### config.mk
export PLATFORM = sky130hd
export DESIGN_NAME = rfid_protocol_config
export DESIGN_NICKNAME = d
export VERILOG_FILES = /design/src/hw/rfid_cfg_pkg.sv /design/src/hw/rfid_protocol_config.sv /design/src/hw/carrier_tick.sv /design/src/hw/step_timer.sv
export VERILOG_INCLUDE_DIRS = /design/src /design/src/hw
export SDC_FILE = /design/constraint.sdc
export NUM_CORES = 1
export LEC_CHECK = 0
export BUFFER_PORTS_ARGS = -buffer_cell sky130_fd_sc_hd__buf_2
export CAP_MARGIN = 30
export CORE_MARGIN = 2
export CORE_UTILIZATION = 60
export CTS_CLUSTER_DIAMETER = 150
export DETAILED_ROUTE_END_ITERATION = 10
export PLACE_DENSITY = 0.9
export RECOVER_POWER = 25
export SLEW_MARGIN = 40
export SYNTH_ARGS = -nofsm -noshare
export SYNTH_HDL_FRONTEND = slang
export SYNTH_SLANG_ARGS = --single-unit
### constraint.sdc
create_clock -name clk_sys -period 7.4 [get_ports clk_sys]
set_clock_uncertainty 0.15 [all_clocks]
set_input_delay 0.37 -clock clk_sys [delete_from_list [all_inputs] [get_ports clk_sys]]
set_output_delay 0.37 -clock clk_sys [all_outputs]
set_load 0.02 [all_outputs]
### src/hw/rfid_cfg_regs.svh
/*
 * register offsets, field positions, reset values and timing constants of the
 * protocol configuration bank.
 * assumes: included by bare name from the top module and the carrier tick generator.
 */
`ifndef RFID_CFG_REGS_SVH
`define RFID_CFG_REGS_SVH

// ----------------------------------------------------------------------------
// register offsets on the host port
// ----------------------------------------------------------------------------
`define ADDR_W 5
`define ADDR_PROTOCOL_SELECT 5'h01
`define ADDR_TX_PULSE_LENGTH 5'h06
`define ADDR_NO_RESPONSE_WAIT 5'h07

// ----------------------------------------------------------------------------
// reset and preset values
// ----------------------------------------------------------------------------
`define PROTOCOL_SELECT_RST 8'h02
`define TX_PULSE_LENGTH_RST 8'h00
`define NO_RESPONSE_WAIT_RST 8'h0e

// ----------------------------------------------------------------------------
// protocol_select field positions
// ----------------------------------------------------------------------------
`define BIT_NO_RX_CRC 7
`define BIT_RAW_TYPE 6
`define BIT_READER_MODE 5
`define BIT_DOUBLE_SUBCARRIER 2
`define BIT_HIGH_RATE 1
`define BIT_CODING_256 0

// ----------------------------------------------------------------------------
// clocks and time steps
// ----------------------------------------------------------------------------
`define CLK_KHZ 40000
`define CARRIER_KHZ 13560
`define PHASE_INC (`CARRIER_KHZ / 10)
`define PHASE_MOD (`CLK_KHZ / 10)
`define PULSE_STEP_PS 73700
`define PULSE_STEP_TICKS ((`PULSE_STEP_PS * `CARRIER_KHZ + 500000000) / 1000000000)
`define PULSE_DEFAULT_NS 9440
`define PULSE_DEFAULT_TICKS ((`PULSE_DEFAULT_NS * `CARRIER_KHZ + 500000) / 1000000)
`define NORESP_STEP_NS 37760
`define NORESP_STEP_TICKS ((`NORESP_STEP_NS * `CARRIER_KHZ + 500000) / 1000000)
`define NORESP_HIGH_RATE_NS 755000
`define NORESP_LOW_RATE_NS 1812000
`define NORESP_PRESET_HIGH ((`NORESP_HIGH_RATE_NS + `NORESP_STEP_NS / 2) / `NORESP_STEP_NS)
`define NORESP_PRESET_LOW ((`NORESP_LOW_RATE_NS + `NORESP_STEP_NS / 2) / `NORESP_STEP_NS)

`endif

### src/hw/rfid_cfg_pkg.sv
/*
 * types of the protocol configuration bank.
 * assumes: rfid_cfg_regs.svh holds the numeric constants.
 */
package rfid_cfg_pkg;

    // ------------------------------------------------------------------------
    // decoded bit rate and timer states
    // ------------------------------------------------------------------------
    typedef enum logic [1:0] {
        RATE_6K62,
        RATE_26K48,
        RATE_6K67,
        RATE_26K69
    } bit_rate_t;

    typedef enum logic [1:0] {
        SLOT_IDLE,
        SLOT_WAIT,
        SLOT_HIT
    } slot_state_t;

endpackage

### src/hw/rfid_protocol_config.sv
/*
 * protocol configuration bank of the reader front end: protocol_select,
 * tx_pulse_length and no_response_wait behind a parallel host port, the
 * modulation pulse timer and the no-response slot timer.
 * assumes: host port pins and the enable pin are asynchronous to clk_sys;
 * the framing engine signals run on clk_sys.
 */
// Notes on behaviour
// protocol select loads 0x02 on reset/disable
// bit 7 set: responses carry no CRC
// bit 6 picks raw mode 0 or 1
// host keeps bit 5 zero, reader mode
// single subcarrier: 6.62 or 26.48 kbps
// double subcarrier: 6.67 or 26.69 kbps
// bit 0 picks 1-of-4 or 1-of-256 coding
// pulse length zero uses protocol pulse
// nonzero pulse length N gives N*73.7 ns
// pulse length cleared on reset/disable/select write
// no tag answer in slot raises interrupt
// no-response time is N*37.76 us after EOF
// no-response register presets to 0x0e
// select write presets 755 or 1812 us
// host sets raw type before raw enable
// host writes only protocol codes 0..7
// time steps counted in whole carrier cycles
`timescale 1ns/1ps
`include "rfid_cfg_regs.svh"

module rfid_protocol_config (
    input wire logic clk_sys,
    input wire logic rst,
    input wire logic chip_en,
    input wire logic [4:0] host_addr,
    input wire logic [7:0] host_wdata,
    input wire logic host_wr,
    input wire logic host_rd,
    output logic [7:0] host_rdata_ff,
    output logic host_rvalid_ff,
    input wire logic tx_pulse_req,
    input wire logic tx_eof_done,
    input wire logic anticoll_slot,
    input wire logic tag_resp_start,
    output logic [7:0] protocol_select_ff,
    output logic rx_crc_check_ff,
    output logic raw_mode1_ff,
    output logic reader_mode_ff,
    output rfid_cfg_pkg::bit_rate_t bit_rate_ff,
    output logic coding_256_ff,
    output logic mod_pulse_ff,
    output logic no_resp_irq_ff,
    output logic no_resp_flag_ff
);
    import rfid_cfg_pkg::*;

    // ------------------------------------------------------------------------
    // pin synchronisers
    // ------------------------------------------------------------------------
    logic [15:0] pins_meta_ff;
    logic [15:0] pins_sync_ff;
    logic wr_seen_ff;
    logic rd_seen_ff;
    logic [4:0] addr_s;
    logic [7:0] wdata_s;
    logic wr_s;
    logic rd_s;
    logic en_s;
    logic wr_pulse;
    logic rd_pulse;
    logic hold_defaults;

    always_ff @(posedge clk_sys) begin
        if (rst) begin
            pins_meta_ff <= 16'h0000;
            pins_sync_ff <= 16'h0000;
        end else begin
            pins_meta_ff <= {chip_en, host_rd, host_wr, host_wdata, host_addr};
            pins_sync_ff <= pins_meta_ff;
        end
    end

    assign addr_s = pins_sync_ff[4:0];
    assign wdata_s = pins_sync_ff[12:5];
    assign wr_s = pins_sync_ff[13];
    assign rd_s = pins_sync_ff[14];
    assign en_s = pins_sync_ff[15];
    assign hold_defaults = rst || !en_s;

    always_ff @(posedge clk_sys) begin
        if (rst) begin
            wr_seen_ff <= 1'b0;
            rd_seen_ff <= 1'b0;
        end else begin
            wr_seen_ff <= wr_s;
            rd_seen_ff <= rd_s;
        end
    end

    assign wr_pulse = wr_s && !wr_seen_ff && en_s;
    assign rd_pulse = rd_s && !rd_seen_ff;

    // ------------------------------------------------------------------------
    // register writes
    // ------------------------------------------------------------------------
    logic [7:0] tx_pulse_length_ff;
    logic [7:0] no_response_wait_ff;
    logic [7:0] nxt_protocol_select;
    logic proto_wr;
    logic [7:0] noresp_preset;

    assign proto_wr = wr_pulse && (addr_s == `ADDR_PROTOCOL_SELECT);
    assign nxt_protocol_select = proto_wr ? wdata_s : protocol_select_ff;
    // rate decides the no-response preset
    assign noresp_preset = wdata_s[`BIT_HIGH_RATE] ? 8'(`NORESP_PRESET_HIGH)
                                                   : 8'(`NORESP_PRESET_LOW);

    always_ff @(posedge clk_sys) begin
        if (hold_defaults) begin
            protocol_select_ff <= `PROTOCOL_SELECT_RST;
        end else begin
            protocol_select_ff <= nxt_protocol_select;
        end
    end

    always_ff @(posedge clk_sys) begin
        if (hold_defaults) begin
            tx_pulse_length_ff <= `TX_PULSE_LENGTH_RST;
        end else if (proto_wr) begin
            tx_pulse_length_ff <= `TX_PULSE_LENGTH_RST;
        end else if (wr_pulse && addr_s == `ADDR_TX_PULSE_LENGTH) begin
            tx_pulse_length_ff <= wdata_s;
        end
    end

    always_ff @(posedge clk_sys) begin
        if (hold_defaults) begin
            no_response_wait_ff <= `NO_RESPONSE_WAIT_RST;
        end else if (proto_wr) begin
            no_response_wait_ff <= noresp_preset;
        end else if (wr_pulse && addr_s == `ADDR_NO_RESPONSE_WAIT) begin
            no_response_wait_ff <= wdata_s;
        end
    end

    // ------------------------------------------------------------------------
    // decoded protocol fields
    // ------------------------------------------------------------------------
    logic [7:0] dec_src;

    assign dec_src = hold_defaults ? `PROTOCOL_SELECT_RST : nxt_protocol_select;

    always_ff @(posedge clk_sys) begin
        rx_crc_check_ff <= !dec_src[`BIT_NO_RX_CRC];
        raw_mode1_ff <= dec_src[`BIT_RAW_TYPE];
        reader_mode_ff <= !dec_src[`BIT_READER_MODE];
        coding_256_ff <= dec_src[`BIT_CODING_256];
    end

    always_ff @(posedge clk_sys) begin
        case ({dec_src[`BIT_DOUBLE_SUBCARRIER], dec_src[`BIT_HIGH_RATE]})
            2'b00: begin
                bit_rate_ff <= RATE_6K62;
            end
            2'b01: begin
                bit_rate_ff <= RATE_26K48;
            end
            2'b10: begin
                bit_rate_ff <= RATE_6K67;
            end
            default: begin
                bit_rate_ff <= RATE_26K69;
            end
        endcase
    end

    // ------------------------------------------------------------------------
    // host reads
    // ------------------------------------------------------------------------
    always_ff @(posedge clk_sys) begin
        if (rst) begin
            host_rdata_ff <= 8'h00;
            host_rvalid_ff <= 1'b0;
        end else begin
            host_rvalid_ff <= rd_pulse;
            if (rd_pulse) begin
                case (addr_s)
                    `ADDR_PROTOCOL_SELECT: begin
                        host_rdata_ff <= protocol_select_ff;
                    end
                    `ADDR_TX_PULSE_LENGTH: begin
                        host_rdata_ff <= tx_pulse_length_ff;
                    end
                    `ADDR_NO_RESPONSE_WAIT: begin
                        host_rdata_ff <= no_response_wait_ff;
                    end
                    default: begin
                        host_rdata_ff <= 8'h00;
                    end
                endcase
            end
        end
    end

    // ------------------------------------------------------------------------
    // carrier-cycle time base
    // ------------------------------------------------------------------------
    logic tick;

    carrier_tick u_tick (
        .clk_sys(clk_sys),
        .rst(rst),
        .tick_ff(tick)
    );

    // ------------------------------------------------------------------------
    // modulation pulse timer
    // ------------------------------------------------------------------------
    logic [7:0] pulse_len;
    logic pulse_busy;

    // zero override falls back to the protocol pulse
    assign pulse_len = (tx_pulse_length_ff == 8'h00) ? 8'(`PULSE_DEFAULT_TICKS)
                                                      : tx_pulse_length_ff;

    step_timer #(
        .STEP_TICKS(`PULSE_STEP_TICKS)
    ) u_pulse (
        .clk_sys(clk_sys),
        .rst(rst),
        .tick(tick),
        .start(tx_pulse_req && !pulse_busy),
        .abort(hold_defaults),
        .len(pulse_len),
        .busy_ff(pulse_busy),
        .done_ff()
    );

    always_ff @(posedge clk_sys) begin
        if (hold_defaults) begin
            mod_pulse_ff <= 1'b0;
        end else begin
            mod_pulse_ff <= pulse_busy;
        end
    end

    // ------------------------------------------------------------------------
    // no-response slot timer
    // ------------------------------------------------------------------------
    slot_state_t slot_ff;
    logic slot_start;
    logic slot_busy;
    logic slot_done;

    assign slot_start = tx_eof_done && anticoll_slot && (no_response_wait_ff != 8'h00);

    step_timer #(
        .STEP_TICKS(`NORESP_STEP_TICKS)
    ) u_slot (
        .clk_sys(clk_sys),
        .rst(rst),
        .tick(tick),
        .start(slot_start),
        .abort(hold_defaults || tag_resp_start),
        .len(no_response_wait_ff),
        .busy_ff(slot_busy),
        .done_ff(slot_done)
    );

    always_ff @(posedge clk_sys) begin
        if (hold_defaults) begin
            slot_ff <= SLOT_IDLE;
        end else begin
            case (slot_ff)
                SLOT_IDLE: begin
                    if (slot_start) begin
                        slot_ff <= SLOT_WAIT;
                    end
                end
                SLOT_WAIT: begin
                    if (tag_resp_start) begin
                        slot_ff <= SLOT_IDLE;
                    end else if (slot_done) begin
                        slot_ff <= SLOT_HIT;
                    end else if (!slot_busy) begin
                        slot_ff <= SLOT_IDLE;
                    end
                end
                SLOT_HIT: begin
                    slot_ff <= slot_start ? SLOT_WAIT : SLOT_IDLE;
                end
                default: begin
                    slot_ff <= SLOT_IDLE;
                end
            endcase
        end
    end

    always_ff @(posedge clk_sys) begin
        if (hold_defaults) begin
            no_resp_irq_ff <= 1'b0;
            no_resp_flag_ff <= 1'b0;
        end else begin
            no_resp_irq_ff <= (slot_ff == SLOT_WAIT) && slot_done && !tag_resp_start;
            if ((slot_ff == SLOT_WAIT) && slot_done && !tag_resp_start) begin
                no_resp_flag_ff <= 1'b1;
            end else if (slot_start) begin
                no_resp_flag_ff <= 1'b0;
            end
        end
    end

endmodule // rfid_protocol_config

### src/hw/carrier_tick.sv
/*
 * carrier tick generator: one-cycle pulse at the mean rate of the 13.56 MHz
 * oscillator, made by a phase accumulator on the system clock.
 * assumes: clk_sys at 40 MHz, synchronous active-high reset.
 */
`timescale 1ns/1ps
`include "rfid_cfg_regs.svh"

module carrier_tick (
    input wire logic clk_sys,
    input wire logic rst,
    output logic tick_ff
);
    logic [11:0] phase_ff;
    logic [12:0] nxt_sum;

    // ------------------------------------------------------------------------
    // accumulator
    // ------------------------------------------------------------------------
    assign nxt_sum = {1'b0, phase_ff} + 13'(`PHASE_INC);

    always_ff @(posedge clk_sys) begin
        if (rst) begin
            phase_ff <= 12'h000;
            tick_ff <= 1'b0;
        end else if (nxt_sum >= 13'(`PHASE_MOD)) begin
            phase_ff <= 12'(nxt_sum - 13'(`PHASE_MOD));
            tick_ff <= 1'b1;
        end else begin
            phase_ff <= nxt_sum[11:0];
            tick_ff <= 1'b0;
        end
    end
endmodule // carrier_tick

### src/hw/step_timer.sv
/*
 * step timer: after start, stays busy for len steps of STEP_TICKS carrier
 * ticks each, then gives a one-cycle done. len zero never goes busy.
 * assumes: tick is a one-cycle pulse on clk_sys.
 */
`timescale 1ns/1ps

module step_timer #(
    parameter int STEP_TICKS = 1
) (
    input wire logic clk_sys,
    input wire logic rst,
    input wire logic tick,
    input wire logic start,
    input wire logic abort,
    input wire logic [7:0] len,
    output logic busy_ff,
    output logic done_ff
);
    logic [9:0] sub_ff;
    logic [7:0] steps_ff;

    // ------------------------------------------------------------------------
    // step and sub-step counters
    // ------------------------------------------------------------------------
    always_ff @(posedge clk_sys) begin
        if (rst || abort) begin
            busy_ff <= 1'b0;
            done_ff <= 1'b0;
            sub_ff <= 10'h000;
            steps_ff <= 8'h00;
        end else if (start) begin
            busy_ff <= (len != 8'h00);
            done_ff <= 1'b0;
            sub_ff <= 10'h000;
            steps_ff <= len;
        end else begin
            done_ff <= 1'b0;
            if (busy_ff && tick) begin
                if (sub_ff == 10'(STEP_TICKS - 1)) begin
                    sub_ff <= 10'h000;
                    if (steps_ff == 8'h01) begin
                        busy_ff <= 1'b0;
                        done_ff <= 1'b1;
                    end
                    steps_ff <= steps_ff - 8'h01;
                end else begin
                    sub_ff <= sub_ff + 10'h001;
                end
            end
        end
    end
endmodule // step_timer

**After elaboration in Yosys (flattened, before gate mapping)**

Cells that the tools add are included.

- Equal/unequal tests: 12
- $add $sub $neg: 6
- Magnitude comparators: 1
- Bitwise gates (word level): 2
- Multiplexer cells: 35
- Reductions and logical operators: 47

Operator list:

| cell | count |
|---|---|
| $mux W8 | 11 |
| $pmux W8 S3 | 1 |
| $add A10 B1 Y10 const B | 2 |
| $mux W10 | 2 |
| $eq A8 B1 Y1 const B | 2 |
| $reduce_bool A2 Y1 | 8 |
| $reduce_bool A8 Y1 | 2 |
| $sub A8 B1 Y8 const B | 2 |
| $add A12 B11 Y13 const B | 1 |
| $ge A13 B12 Y1 const B | 1 |
| $logic_and A1 B1 Y1 | 13 |
| $mux W1 | 13 |
| $mux W12 | 1 |
| $pmux W2 S3 | 2 |
| $sub A12 B12 Y12 const B | 1 |
| $eq A10 B9 Y1 const B | 1 |
| $eq A5 B3 Y1 const B | 2 |
| $logic_not A10 Y1 | 1 |
| $logic_not A8 Y1 | 1 |
| $mux W2 | 4 |
| $logic_not A1 Y1 | 7 |
| $mux W6 | 1 |
| $reduce_and A2 Y1 | 3 |
| $reduce_and A3 Y1 | 2 |
| other kinds (10) | 19 |

- Output and inout port bits: 26
- Register bits after elaboration: 130

**Depth between registers and ports, before layout**

- Depth after elaboration: 8
- Depth in mapped cells: 11
- Mapped depth without buffers: 11

**Cells and area by module**

Synthesis repeated with hierarchy kept, for this count alone.

- Cell total of the unflattened synthesis: 599
- Area, all modules: 5,662.9 um^2

By module, submodules not included:

| module | sequential area each (um^2) | cells each | area each (um^2) | instances |
|---|---|---|---|---|
| rfid_protocol_config | 1,521.5 | 260 | 2,642.5 | 1 |
| step_timer at u_slot | 400.4 | 121 | 1,092.3 | 1 |
| step_timer at u_pulse | 400.4 | 124 | 1,049.8 | 1 |
| carrier_tick | 220.2 | 94 | 878.3 | 1 |

**Worst setup path after synthesis**

OpenSTA, ideal clock, no wires.

- Path kind: register -> register
- From: reg u_tick.phase_ff[2]
- To: reg u_tick.phase_ff[6]
- Period minus slack after synthesis: 2.613 ns
- Path buffers: 0
- Setup slack: 4.787 ns
- Data required time: 7.185 ns
- Cell stages (with the launch flop): 12
- Data arrival time: 2.398 ns
- Library setup time: 0.065 ns
- Path through: dfxtp_1 -> inv_1 -> ha_1 -> nand3b_2 -> xnor2_1 -> ha_1 -> inv_1 -> a41o_2 -> a31oi_1 -> o41ai_4 -> mux2_4 -> nor2_1

- Cells in the longest elaborated chain, start to end: 3

RTL lines:

| item | line | RTL |
|---|---|---|
| from (decl) | carrier_tick.sv:14 | `logic [11:0] phase_ff;` |
| from (signal assigned) | carrier_tick.sv:27 | `` phase_ff <= 12'(nxt_sum - 13'(`PHASE_MOD)); `` |
| from (signal assigned) | carrier_tick.sv:30 | `phase_ff <= nxt_sum[11:0];` |
| $add A12 B11 Y13 * | carrier_tick.sv:20 | `` assign nxt_sum = {1'b0, phase_ff} + 13'(`PHASE_INC); `` |
| net u_tick.nxt_sum[2] | carrier_tick.sv:15 | `logic [12:0] nxt_sum;` |
| $sub A12 B12 Y12 / $ge A13 B12 Y1 (equally long branches) | carrier_tick.sv:27, carrier_tick.sv:26 |  |
| $mux W12 * | carrier_tick.sv:26 | `` end else if (nxt_sum >= 13'(`PHASE_MOD)) begin `` |

Mark *: on every way through the listed nets, which the timed path passes. The rest lies on a longest branch.
A chain may end at the register's enable or synchronous reset.

**Worst setup path in the final report**

- From: reg u_tick.phase_ff[2]
- To: reg u_tick.phase_ff[9]

The elaborated chain is that of the path after synthesis.

==> metrics.csv <==
stage,metric,value,unit
run_status,status,"finished, violations left",
run_status,violations,"capacitance limit, slew limit",
floorplan,die_y,97.6,µm
sta,maxSlewViolCount,58,
clocking,cts_max_path_buffers,2,
pwr,p_sw,0.000458,W
yosys,ys_seq_area_frac,0.480,
sta,fin_worst_hold_slack,8.53,ps
detailed_routing,wl_per_cell,16.9,µm
placed_design,detailed_place_hpwl,7.62,mm
setup_path,path_class,reg -> reg,
placed_design,dp_cells,712,
pwr,p_total,0.00183,W
floorplan,die_x,97.6,µm
global_routing,grt_first_pass_wirelength,21.1,mm
sta,fin_tns_setup,0,ps
pwr,pwr-share-clk,0.472,
detailed_routing,wl,12.9,mm
detailed_routing,routed.top_layer,met4,
floorplan,io_pins,48,
clocking,root_buffer,clkbuf_8,
sta,setup_viol,0,
sta,setup_ws,4290,ps
min_path,min_path_type,in -> reg,
setup_path,worst-r2r-cell-count,11,
detailed_routing,route.detailed.drc,0,
sta,worstMarginPinSlew,2230,ps
setup_path,worstPathCellList,"inv_1, ha_1, nand3b_2, xnor2_1, ha_1, inv_1, a41o_2, a31oi_1, o41ai_4, a31oi_1, nor3b_2",
clocking,cts_tree,yes,
clocking,numCtsBuffers,17,
yosys,syn_avg_cell_area,9.10,µm²
clocking,cts.sinks,126,
setup_path,start_kind,register,
min_path,hold_start,anticoll_slot,
pwr,p_int,0.00138,W
yosys,syn-num-nets,610,
clocking,cts-resized-gates,0,
sta,relSlewSlack,-0.488,
global_routing,gr-total-overflow,0,
sta,hold_viol_final,0,
setup_path,crit_path_start,u_tick.phase_ff[2]$_SDFF_PP0_,
sta,rsz0062_at_grt,false,
sta,min_period_over_period,0.421,
clocking,cts_setup_buffers,0,
global_routing,antenna_found_initial,0,
detailed_routing,drtIter0Drc,377,
yosys,yosys_warnings,0,
setup_path,arrival,3280,ps
pwr,power_density,291,nW/µm²
setup_path,reg2reg_slack,4290,ps
pwr,power.share.switching,0.250,
final_layout,syn_to_final_growth,20.0,%
floorplan,dieArea,9530,µm²
setup_path,crit_required,7560,ps
placed_design,io_buffers,47,
yosys,async_flop_share,0,
setup_path,timing.rr.end,u_tick.phase_ff[9]$_SDFF_PP0_,
detailed_routing,wl_met1,4.98,mm
yosys,syn_inst,578,
yosys,ys.flop_type,dfxtp_1,
setup_path,crit_slowest_cell,dfxtp_1,
detailed_routing,vias,4538,
clocking,clk_pin_slew,60,ps
setup_path,timing.rr.start,u_tick.phase_ff[2]$_SDFF_PP0_,
floorplan,initial_utilization,0.612,
yosys,yosysTopAreaCell,dfxtp_1,
final_layout,final_layout_size_suffix_gt1_frac,0.156,
final_layout,antenna_cells,0,
clocking,htreeDepth,4,
placed_design,dpl_worst_slack,4460,ps
final_layout,instances_no_fill,760,
global_routing,grt_pass1_vias,4448,
sta,timing.fmax,321,MHz
global_routing,grt_max_degree,58,
yosys,ys_top_cells_by_area,"dfxtp_1, nor2_1, nor2b_1",
final_layout,fin_nets,671,
setup_path,cp_max_fo,8,
detailed_routing,final_antenna_net_count,0,
clocking,cts_hold_buf,16,
detailed_routing,via_per_inst,5.97,
sta,post-route-min-period,3110,ps
pwr,power_frac_comb,0.119,
detailed_routing,wl_met2,6.64,mm
clocking,clk_latency,520,ps
run,cap_violations,1,
setup_path,critPathMaxStageDelay,420,ps
detailed_routing,dr.pass1.iters,5,
yosys,synth-edff-count,0,
floorplan,core_area,8590,µm²
setup_path,cp-end-kind,register,
pwr,p_seq_frac,0.409,
placed_design,gp_congestion,0.908,
detailed_routing,wl_met3,850,µm
yosys,syn_area,5260,µm²
global_routing,grtUsageTotal,0.276,
floorplan,num_rows,34,
yosys,synth_seq_cells,126,
yosys,synth_cell_types,70,
yosys,yosysTopAreaCellShare,0.480,
pwr,leakage,2.42,nW
pwr,vdd_ir_drop_max,166,µV
setup_path,endpoint,u_tick.phase_ff[9]$_SDFF_PP0_,
registers in the layout, indices dropped and copies added (netlist names), 2 cells and up:
signal,flops
bit_rate_ff,2
host_rdata_ff,8
no_response_wait_ff,8
pins_meta_ff,16
pins_sync_ff,16
protocol_select_ff,8
slot_ff,2
tx_pulse_length_ff,8
u_pulse.steps_ff,8
u_pulse.sub_ff,10
u_slot.steps_ff,8
u_slot.sub_ff,10
u_tick.phase_ff,10
power by group through the flow:
stage,Sequential (W),Combinational (W),Clock (W)
finish,0.000750,0.000218,0.000867
global route,0.000753,0.000239,0.000903
CTS,0.000747,0.000214,0.000871
detailed placement,0.000761,0.000201,0
global placement,0.000757,0.000191,0
floorplan,0.000740,0.000192,0
cells in the mapped netlist (all sizes together) (2+ instances only):
| master | n |
|---|---|
| ha | 10 |
| a21o | 3 |
| nor4 | 7 |
| a31o | 2 |
| xor2 | 17 |
| and4 | 3 |
| nor3 | 19 |
| clkbuf | 20 |
| and2 | 4 |
| nand4 | 7 |
| a22oi | 2 |
| a31oi | 2 |
| nand2 | 43 |
| or3 | 5 |
| a21oi | 40 |
| o21ai | 14 |
| nand3 | 23 |
| o311ai | 2 |
| xnor2 | 14 |
| nor2 | 76 |
| nand2b | 10 |
| o211ai | 4 |
| and3 | 3 |
| a221oi | 3 |
| nor3b | 5 |
| buf | 6 |
| inv | 17 |
| a222oi | 8 |
| or2 | 2 |
| a211oi | 6 |
| mux2i | 8 |
| dfxtp | 126 |
| nor4b | 2 |
| nor2b | 42 |
| nand3b | 4 |
kinds of logic (layout without fill, tap and decap cells):
kind of cell | count (synthesis) | count (layout) | synth area share
simple gates | 261 | 261 | 0.255
buf+inv | 43 | 117 | 0.0407
xor+xnor | 31 | 31 | 0.0516
compound gates | 98 | 98 | 0.132
fa+ha+maj | 10 | 10 | 0.0238
mux | 9 | 9 | 0.0181
flops | 126 | 126 | 0.480
metrics by stage:
step	area, µm²	util
final	6310	0.734
after global routing	6310	0.734
after CTS	6300	0.733
after detailed placement	5520	0.642
after global placement	5520	0.642
after floorplan	5260	-
cell type report:
type	instances	area, µm²
clock buffers	22	463
clock inverters	10	160
fillers	556	2280
inverters	17	63.8
multi-input cells	409	2540
flip-flops and latches	126	2520
well taps	108	135
repair buffers	68	428
routing by layer:
metal  vias up  GRT usage
met1      2123      0.312
met4         0      0.137
met3        56     0.0640
met5         -          0
met2       218      0.485
li1       2141          -
cell usage in the layout, fill, tap and decap left out, drive strengths merged, types with 4 or more instances in the layout:
master       synthesis  routed
nand2               43      43
a21oi               40      40
o211ai               4       4
xnor2               14      14
and2                 4       4
nand3b               4       4
bufinv               0       4
clkbuf              20      24
dfxtp              126     126
nor3b                5       5
ha                  10      10
nand4                7       7
o21ai               14      14
nor3                19      19
xor2                17      17
mux2i                8       8
nor2b               42      42
nand3               23      23
or3                  5       5
nor4                 7       7
buf                  6      50
a222oi               8       8
clkinv               0       5
a211oi               6       6
inv                 17      17
dlygate4sd3          0      16
nand2b              10      10
nor2                76      76
worst min path at each step:
stage / end / cells after the start / slack, ps
after floorplan: host_rvalid_ff$_SDFF_PP0_ / 1 / 230
after global placement: host_rvalid_ff$_SDFF_PP0_ / 1 / 250
after detailed placement: host_rvalid_ff$_SDFF_PP0_ / 1 / 270
after CTS: u_slot.steps_ff[3]$_SDFFE_PP0P_ / 3 / 8
after global routing: u_slot.steps_ff[3]$_SDFFE_PP0P_ / 3 / 10
final: u_slot.steps_ff[3]$_SDFFE_PP0P_ / 3 / 9
worst max-delay path, delay by kind of cell, from the launching register on:
| family | cells | cell delay [ps] |
|---|---|---|
| XOR/XNOR | 1 | 360 |
| AO/OA/AOI/OAI | 4 | 930 |
| buffers and inverters | 2 | 170 |
| adder cells (fa/ha/maj) | 2 | 540 |
| flip-flops | 1 | 420 |
| AND/OR/NAND/NOR | 2 | 330 |
Power figures use the tool's default switching activity.
